$ cat src/core/smcd_defines.svh
// constants for the sector map configuration detect block
`ifndef SMCD_DEFINES_SVH
`define SMCD_DEFINES_SVH
`define SMCD_ERASE_T4 8'hff
`define SMCD_ERASE_T3 8'hdc
`define SMCD_ERASE_T2 8'hdc
`define SMCD_ERASE_T1 8'h21
`define SMCD_TABLE_BASE 8'h44
`define SMCD_TABLE_LEN 8'h10
`define SMCD_DETECT_CMD 8'h65
`define SMCD_DESC_LOW 8'hfc
`define SMCD_DESC_LAT 8'hff
`define SMCD_ARCH_MASK 8'h08
`define SMCD_LOC_MASK 8'h04
`define SMCD_ARCH_ADDR 32'h0000_0004
`define SMCD_IDX_BOTTOM 8'h01
`define SMCD_IDX_TOP 8'h03
`define SMCD_IDX_UNIFORM 8'h05
`define SMCD_IDX_INVALID 8'hff
`endif

$ cat src/core/smcd_pkg.sv
// types for the sector map configuration detect block
package smcd_pkg;
    typedef enum logic [1:0] {
        SMCD_MAP_BOTTOM = 2'h0,
        SMCD_MAP_TOP = 2'h1,
        SMCD_MAP_UNIFORM = 2'h3,
        SMCD_MAP_INVALID = 2'h2
    } smcd_map_type;
endpackage : smcd_pkg

$ cat src/core/smcd_top.sv
// sector map detect: table bytes and map index
`include "smcd_defines.svh"
module smcd_top (
    input wire logic clk,
    input wire logic srst,
    input wire logic [7:0] rd_addr,
    input wire logic rd_req,
    input wire logic wr_req,
    input wire logic [7:0] wr_data,
    input wire logic nv_config_reg_three_bit3,
    input wire logic nv_config_reg_one_bit2,
    output logic [7:0] rd_data,
    output logic rd_valid,
    output logic [31:0] erase_word,
    output logic [7:0] map_index,
    output smcd_pkg::smcd_map_type map_sel
);
    logic [1:0] cfg_pin;
    logic [1:0] cfg_sync;
    logic arch_sync;
    logic loc_sync;
    logic [7:0] rd_data_reg, rd_data_next;
    logic rd_valid_reg, rd_valid_next;
    logic [31:0] erase_reg, erase_next;
    logic [7:0] idx_reg, idx_next;
    smcd_pkg::smcd_map_type map_reg, map_next;
    logic [7:0] offs;

    assign cfg_pin = {nv_config_reg_three_bit3, nv_config_reg_one_bit2};

    // two flip-flops per configuration pin before any logic reads it
    for (genvar g = 0; g < 2; g++) begin : gen_sync
        logic s1_reg, s1_next;
        logic s2_reg, s2_next;

        always_comb begin
            s1_next = cfg_pin[g];
            s2_next = s1_reg;
        end

        always_ff @(posedge clk) begin
            if (srst) begin
                s1_reg <= 1'b0;
                s2_reg <= 1'b0;
            end else begin
                s1_reg <= s1_next;
                s2_reg <= s2_next;
            end
        end

        assign cfg_sync[g] = s2_reg;
    end : gen_sync

    assign arch_sync = cfg_sync[1];
    assign loc_sync = cfg_sync[0];

    // table read port: one byte per request, writes never reach it
    always_comb begin
        offs = rd_addr - `SMCD_TABLE_BASE;
        rd_valid_next = rd_req;
        rd_data_next = rd_data_reg;
        if (rd_req) begin
            unique case (offs)
                8'h00: rd_data_next = `SMCD_ERASE_T1;
                8'h01: rd_data_next = `SMCD_ERASE_T2;
                8'h02: rd_data_next = `SMCD_ERASE_T3;
                8'h03: rd_data_next = `SMCD_ERASE_T4;
                8'h04: rd_data_next = `SMCD_DESC_LOW;
                8'h05: rd_data_next = `SMCD_DETECT_CMD;
                8'h06: rd_data_next = `SMCD_DESC_LAT;
                8'h07: rd_data_next = `SMCD_ARCH_MASK;
                8'h08: rd_data_next = 8'(`SMCD_ARCH_ADDR);
                8'h0c: rd_data_next = `SMCD_DESC_LOW;
                8'h0d: rd_data_next = `SMCD_DETECT_CMD;
                8'h0e: rd_data_next = `SMCD_DESC_LAT;
                8'h0f: rd_data_next = `SMCD_LOC_MASK;
                default: rd_data_next = 8'h00;
            endcase
        end
    end

    always_ff @(posedge clk) begin
        if (srst) begin
            rd_data_reg <= 8'h00;
            rd_valid_reg <= 1'b0;
        end else begin
            rd_data_reg <= rd_data_next;
            rd_valid_reg <= rd_valid_next;
        end
    end

    // erase opcode word, one byte per erase type
    always_comb begin
        erase_next = {`SMCD_ERASE_T4,
                      `SMCD_ERASE_T3,
                      `SMCD_ERASE_T2,
                      `SMCD_ERASE_T1};
    end

    always_ff @(posedge clk) begin
        if (srst) begin
            erase_reg <= 32'h0000_0000;
        end else begin
            erase_reg <= erase_next;
        end
    end

    // map index from the synchronised bits, architecture bit first
    always_comb begin
        unique case ({arch_sync, loc_sync})
            2'b00: begin
                idx_next = `SMCD_IDX_BOTTOM;
                map_next = smcd_pkg::SMCD_MAP_BOTTOM;
            end
            2'b01: begin
                idx_next = `SMCD_IDX_TOP;
                map_next = smcd_pkg::SMCD_MAP_TOP;
            end
            2'b10: begin
                idx_next = `SMCD_IDX_UNIFORM;
                map_next = smcd_pkg::SMCD_MAP_UNIFORM;
            end
            default: begin
                idx_next = `SMCD_IDX_INVALID;
                map_next = smcd_pkg::SMCD_MAP_INVALID;
            end
        endcase
    end

    always_ff @(posedge clk) begin
        if (srst) begin
            idx_reg <= `SMCD_IDX_BOTTOM;
            map_reg <= smcd_pkg::SMCD_MAP_BOTTOM;
        end else begin
            idx_reg <= idx_next;
            map_reg <= map_next;
        end
    end

    assign rd_data = rd_data_reg;
    assign rd_valid = rd_valid_reg;
    assign erase_word = erase_reg;
    assign map_index = idx_reg;
    assign map_sel = map_reg;

    erase_word_a: assert property (
        @(posedge clk) disable iff (srst)
        $past(!srst) |-> erase_word == 32'hffdc_dc21)
        else $error("erase word wrong");

    erase_steady_a: assert property (
        @(posedge clk) disable iff (srst)
        $past(!srst, 2) |-> $stable(erase_word))
        else $error("erase word changed");

    erase_byte_a: assert property (
        @(posedge clk) disable iff (srst)
        rd_req && rd_addr == 8'h47 |=> rd_data == 8'hff)
        else $error("erase type 4 byte wrong");

    erase_high_a: assert property (
        @(posedge clk) disable iff (srst)
        rd_req && rd_addr == 8'h46 |=> rd_data == 8'hdc)
        else $error("erase type 3 byte wrong");

    erase_low_a: assert property (
        @(posedge clk) disable iff (srst)
        rd_req && rd_addr == 8'h44 |=> rd_data == 8'h21)
        else $error("erase type 1 byte wrong");

    erase_mid_a: assert property (
        @(posedge clk) disable iff (srst)
        rd_req && rd_addr == 8'h45 |=> rd_data == 8'hdc)
        else $error("erase type 2 byte wrong");

    read_only_a: assert property (
        @(posedge clk) disable iff (srst)
        wr_req && !rd_req |=> $stable(rd_data))
        else $error("write changed table");

    table_write_a: assert property (
        @(posedge clk) disable iff (srst)
        wr_req && !rd_req && wr_data != rd_data
            |=> rd_data != $past(wr_data))
        else $error("write data reached table");

    read_hold_a: assert property (
        @(posedge clk) disable iff (srst)
        !rd_req |=> $stable(rd_data))
        else $error("read byte changed without request");

    unmapped_zero_a: assert property (
        @(posedge clk) disable iff (srst)
        rd_req && (rd_addr < 8'h44 || rd_addr > 8'h53)
            |=> rd_data == 8'h00)
        else $error("unmapped read not zero");

    valid_pulse_a: assert property (
        @(posedge clk) disable iff (srst)
        rd_req |=> rd_valid)
        else $error("read not answered");

    valid_drop_a: assert property (
        @(posedge clk) disable iff (srst)
        !rd_req |=> !rd_valid)
        else $error("answer without request");

    sync_delay_a: assert property (
        @(posedge clk) disable iff (srst)
        $past(!srst) && $past(!srst, 2) |-> cfg_sync == $past(cfg_pin, 2))
        else $error("configuration sync delay wrong");

    index_uniform_a: assert property (
        @(posedge clk) disable iff (srst)
        arch_sync && !loc_sync |=> map_index == 8'h05
            && map_sel == smcd_pkg::SMCD_MAP_UNIFORM)
        else $error("uniform index wrong");

    index_top_a: assert property (
        @(posedge clk) disable iff (srst)
        !arch_sync && loc_sync |=> map_index == 8'h03
            && map_sel == smcd_pkg::SMCD_MAP_TOP)
        else $error("top index wrong");

    index_bottom_a: assert property (
        @(posedge clk) disable iff (srst)
        !arch_sync && !loc_sync |=> map_index == 8'h01
            && map_sel == smcd_pkg::SMCD_MAP_BOTTOM)
        else $error("bottom index wrong");

    index_invalid_a: assert property (
        @(posedge clk) disable iff (srst)
        arch_sync && loc_sync |=> map_index == 8'hff
            && map_sel == smcd_pkg::SMCD_MAP_INVALID)
        else $error("invalid index wrong");
endmodule : smcd_top

$ cat config.mk
export PLATFORM = sky130hd
export DESIGN_NAME = smcd_top
export DESIGN_NICKNAME = d
export VERILOG_FILES = /design/src/core/smcd_pkg.sv /design/src/core/smcd_top.sv
export VERILOG_INCLUDE_DIRS = /design/src /design/src/core
export SDC_FILE = /design/constraint.sdc
export NUM_CORES = 1
export LEC_CHECK = 0
export BUFFER_PORTS_ARGS = -buffer_cell sky130_fd_sc_hd__buf_2
export CAP_MARGIN = 15
export CORE_ASPECT_RATIO = 1.2
export CORE_UTILIZATION = 41
export DETAILED_ROUTE_END_ITERATION = 16
export GPL_TIMING_DRIVEN = 1
export PLACE_DENSITY = 0.78
export SYNTH_ARGS = -nofsm -noshare
export SYNTH_HDL_FRONTEND = slang
export SYNTH_SLANG_ARGS = --single-unit
$ cat constraint.sdc
create_clock -name clk -period 1.9 [get_ports clk]
set_input_delay 0.095 -clock clk [delete_from_list [all_inputs] [get_ports clk]]
set_output_delay 0.095 -clock clk [all_outputs]
set_load 0.01 [all_outputs]
-- After elaboration in Yosys (flattened, before gate mapping)
Memory sizes are Yosys's and may differ from the RTL's.
Index checks and enable logic that the tools add are counted.
- flip-flop bits (word level): 55
- bits in latches: 0
- bits in writable memories: 0
- memory bits (read-only): 128
- bits of input ports: 22
- output and inout bits: 51
- memories: 1
- $add $sub $neg: 1
- $mul: 0
- div/mod/pow operators: 0
- order comparisons: 0
- eq/ne operators: 2
- shifts and indexed selects: 0
- muxes and demuxes: 4
- bitwise operators: 0
- reduce and logical (&&, ||, !) cells: 2
- memories (name ; words ; width ; rd ports ; clocked after Yosys merged registers in ; write ports ; line ; text):
    (name not given) ; 16 ; 8 ; 1 ; 0 ; 0 ; smcd_top.sv:63 ; unique case (offs)
- operators with widths (operator ; number):
    32-bit 2-to-1 mux ; 1
    8-bit one-hot mux with 3 select lines ; 1
    8-bit 2-to-1 mux ; 1
    8-bit by 7-bit subtractor with 8-bit output, second input constant ; 1
    2-bit one-hot mux with 3 select lines ; 1
    4-bit logical NOT ; 1
    2-bit by 1-bit == test with 1-bit output, second input constant ; 1
    2-bit == test, second input constant ; 1
    2-bit logical NOT ; 1

-- Depth between registers and ports, before layout
- depth in word-level cells: 3
- mapped depth: 7
- gate-level depth less buffers: 6

-- Worst setup path after synthesis
No wires, ideal clock.
- path type: input to register
- from: input rd_addr[2]
- to: register rd_data_reg[0], in the netlist rd_data[0]
- arrival: 1.564 ns
- data required time: 1.808 ns
- slack: 0.244 ns
- stages: 6
- path through: buf_6 inv_1 ha_1 o31a_1 or4_4 o32ai_1
- word-level cells in the longest chain between the ends: 3
- elaborated cells on any way between the ends: 4
- those cells by class: 1 x add/sub; 1 x mux; 1 x reduce/logical; 1 x memory
- RTL lines (element ; line ; text):
    start: declaration ; smcd_top.sv:6 ; input wire logic [7:0] rd_addr,
    8-bit by 7-bit subtractor with 8-bit output (no source line) * ; - ;
    memory read 16 x 8 bit / 4-bit logical NOT (equally long branches) ; - ;
    8-bit 2-to-1 mux * ; smcd_top.sv:63 ;
    end signal: assignment ; smcd_top.sv:87 ; rd_data_reg <= rd_data_next;
    end: declaration ; smcd_top.sv:22 ; logic [7:0] rd_data_reg, rd_data_next;
Every way passes the cells marked *; elsewhere a longest branch is shown, timed or not.
A chain may end at the register's enable or synchronous reset.

-- Final worst setup path
- from: input rd_addr[2]
- to: register rd_data_reg[2], in the netlist rd_data[2]
The elaborated chain is that of the path after synthesis.

==> flow_summary.json <==
{
  "status": "completed",
  "min_to": "gen_sync[0].s1_reg$_SDFF_PP0_",
  "finalSetupViolations": 0,
  "grt_pass1_vias": 629,
  "syn-instance-count": 124,
  "startpoint_type": "input port",
  "p_seq_share_pct": 52.3,
  "clockRootBuffer": "clkbuf_4",
  "whs_path_depth": 2,
  "rsz0062_at_grt": "false",
  "rr_worst_depth": 2,
  "ant_nets": 0,
  "h-tree-depth": 1,
  "drc": 0,
  "timing_hold_violations_final": 0,
  "row_count": 20,
  "core_area_um2": 2550,
  "fin_nets": 183,
  "leakagePower_nw": 0.628,
  "synth_ff_type": "dfxtp_1",
  "criticalPathCategory": "input port to flop",
  "hold_path.class": "input port to flop",
  "largest_reg_flops": 7,
  "powerDensity_nw_per_um2": 604,
  "async_flop_share_pct": 0,
  "grt_pass1_wl_um": 2480,
  "final_cell_mix": "buf_2 (50), dfxtp_1 (17), conb_1 (13), ha_1 (9), inv_1 (8)",
  "grt.total_usage_pct": 11.5,
  "place.gp.congestion": 0.727,
  "numPortBuffers": 50,
  "wl_met2_um": 887,
  "netlist_area_um2": 1110,
  "dr_wl_met3_um": 141,
  "ir_drop_uv": 302,
  "n_antenna_cell": 0,
  "yosysWarnings": 0,
  "maxCapViolCount": 0,
  "period_share_pct": 77.3,
  "worstPathRequired_ps": 2090,
  "num_vias": 816,
  "antenna_found_initial": 0,
  "ys_seq_area_share_pct": 30.6,
  "synth_top_area_share_pct": 30.6,
  "dr.pass1.iters": 4,
  "die_h_um": 59.0,
  "drt-met1-wl_um": 610,
  "grt_start_max_net_pins": 21,
  "timing.setup.tns_ps": 0,
  "numCtsBuffers": 3,
  "p_sw_uw": 207,
  "dp.final_hpwl_um": 1360,
  "avgViaCountPerCell": 4.43,
  "power_frac_comb_pct": 20.0,
  "ios": 73,
  "initial_utilization_pct": 43.5,
  "drtIter0Drc": 7,
  "switching_share_pct": 29.1,
  "p_int_uw": 506,
  "regToRegStartpoint": "rd_data[2]$_SDFFE_PP0P_",
  "grt_overflow": 0,
  "worstPathArrival_ps": 1660,
  "cts_tree": "built",
  "worst_slack_ps": 431,
  "synthTopCellsByArea": "dfxtp_1 (31%), buf_4 (26%), ha_1 (10%)",
  "routedWlPerCell_um": 8.99,
  "top_layer": "met4",
  "holdCritStartpoint": "nv_config_reg_one_bit2",
  "clkPwrFrac_pct": 27.7,
  "routed_wl_um": 1660,
  "r2r_setup_slack_ps": 1020,
  "fill_cells": 272,
  "yosysTopAreaCell": "dfxtp_1",
  "syn_to_final_growth_pct": 6.19,
  "skew_ps": 0.610,
  "die_area_um2": 2920,
  "end_kind": "flop",
  "cts_sinks": 17,
  "postLayoutCellArea_um2": 1180,
  "syn_avg_cell_area_um2": 8.96,
  "dpl-instance-area_um2": 1140,
  "drive_above_1_share_pct": 42.4,
  "fmax_ghz": 0.681,
  "clk_latency_ps": 290,
  "drv_slew": 0,
  "synth_edf_count": 0,
  "cts.path.max_buffers": 2,
  "period_needed_ps": 1470,
  "clk_pin_slew_worst_paths_ps": 110,
  "timing.hold.ws_ps": 7.88,
  "preCtsSetupSlack_ps": 112,
  "ys_seq_elements": 17,
  "reg2reg_to": "rd_data[2]$_SDFFE_PP0P_",
  "crit_path_max_fanout": 3,
  "synth_cell_type_count": 25,
  "final_common_cell": "buf_2",
  "die_w_um": 49.5
}
==> cells by family after synthesis <==
group	synth area share, %
buffers and inverters	31.4
AND/OR/NAND/NOR	15.2
flip-flops	30.6
AO/OA/AOI/OAI	9.35
adder cells (fa/ha/maj)	10.1
other	0.676
XOR/XNOR	1.58
multiplexers	1.01
==> metal layers <==
metal | global-route usage (%) | vias to the layer above
met4 | 6.94 | 0
met2 | 22.4 | 53
met3 | 2.56 | 2
met5 | 0 | -
met1 | 10.8 | 356
li1 | - | 405
==> worst max-delay path by stage <==
stage / slack [ps] / endpoint / startpoint / cells past startpoint
5_1_grt: 390 / rd_data[2]$_SDFFE_PP0P_ / rd_addr[2] / 6
2_1_floorplan: 240 / rd_data[0]$_SDFFE_PP0P_ / rd_addr[2] / 6
4_1_cts: 420 / rd_data[2]$_SDFFE_PP0P_ / rd_addr[2] / 6
3_5_place_dp: 110 / rd_data[2]$_SDFFE_PP0P_ / rd_addr[2] / 6
6_report: 430 / rd_data[2]$_SDFFE_PP0P_ / rd_addr[2] / 6
3_3_place_gp: 220 / rd_data[0]$_SDFFE_PP0P_ / rd_addr[2] / 6
==> power groups by stage <==
stage / registers [mW] / logic, mW / clock network, mW
after floorplan: 0.385 / 0.135 / 0
after global placement: 0.381 / 0.136 / 0
after detailed placement: 0.382 / 0.141 / 0
after CTS: 0.373 / 0.141 / 0.201
after global routing: 0.375 / 0.158 / 0.217
final: 0.373 / 0.142 / 0.198
==> worst max-delay path, cell delays in order <==
cell     delay [ps]
buf_2            90
inv_1            60
ha_1            240
o31a_1          330
or4_4           560
o32ai_1         300
==> Yosys cell counts (all sizes together), types with 3 or more instances <==
| master | count |
|---|---|
| buf | 39 |
| dfxtp | 17 |
| ha | 9 |
| inv | 8 |
| a21oi | 7 |
| nor2 | 6 |
| nor2b | 5 |
| o22ai | 4 |
| or2b | 4 |
| nand2b | 3 |
| nand3 | 3 |
| o32ai | 3 |
==> what timing repair did <==
action	CTS	global route
hold buffers	0	1
endpoints found under the hold margin	0	1
buffers inserted	0	0
resized for setup	0	0
==> layout make-up <==
type                       count  area [um^2]  share of cell area (%)
multi-input combinational     69          463                    39.2
sequential                    17          340                    28.8
timing repair buffer          53          275                    23.3
tap                           33         41.3                    3.50
inverter                       8         30.0                    2.55
clock buffer                   3         22.5                    1.91
clock inverter                 1         7.51                   0.636
==> per-stage QoR <==
stage	cells	power, mW	util (%)
after floorplan	135	0.521	-
after global placement	179	0.517	44.7
after detailed placement	179	0.522	44.7
after CTS	183	0.716	45.8
after global routing	184	0.750	46.2
final	184	0.713	46.2
Power figures use the tool's default switching activity.
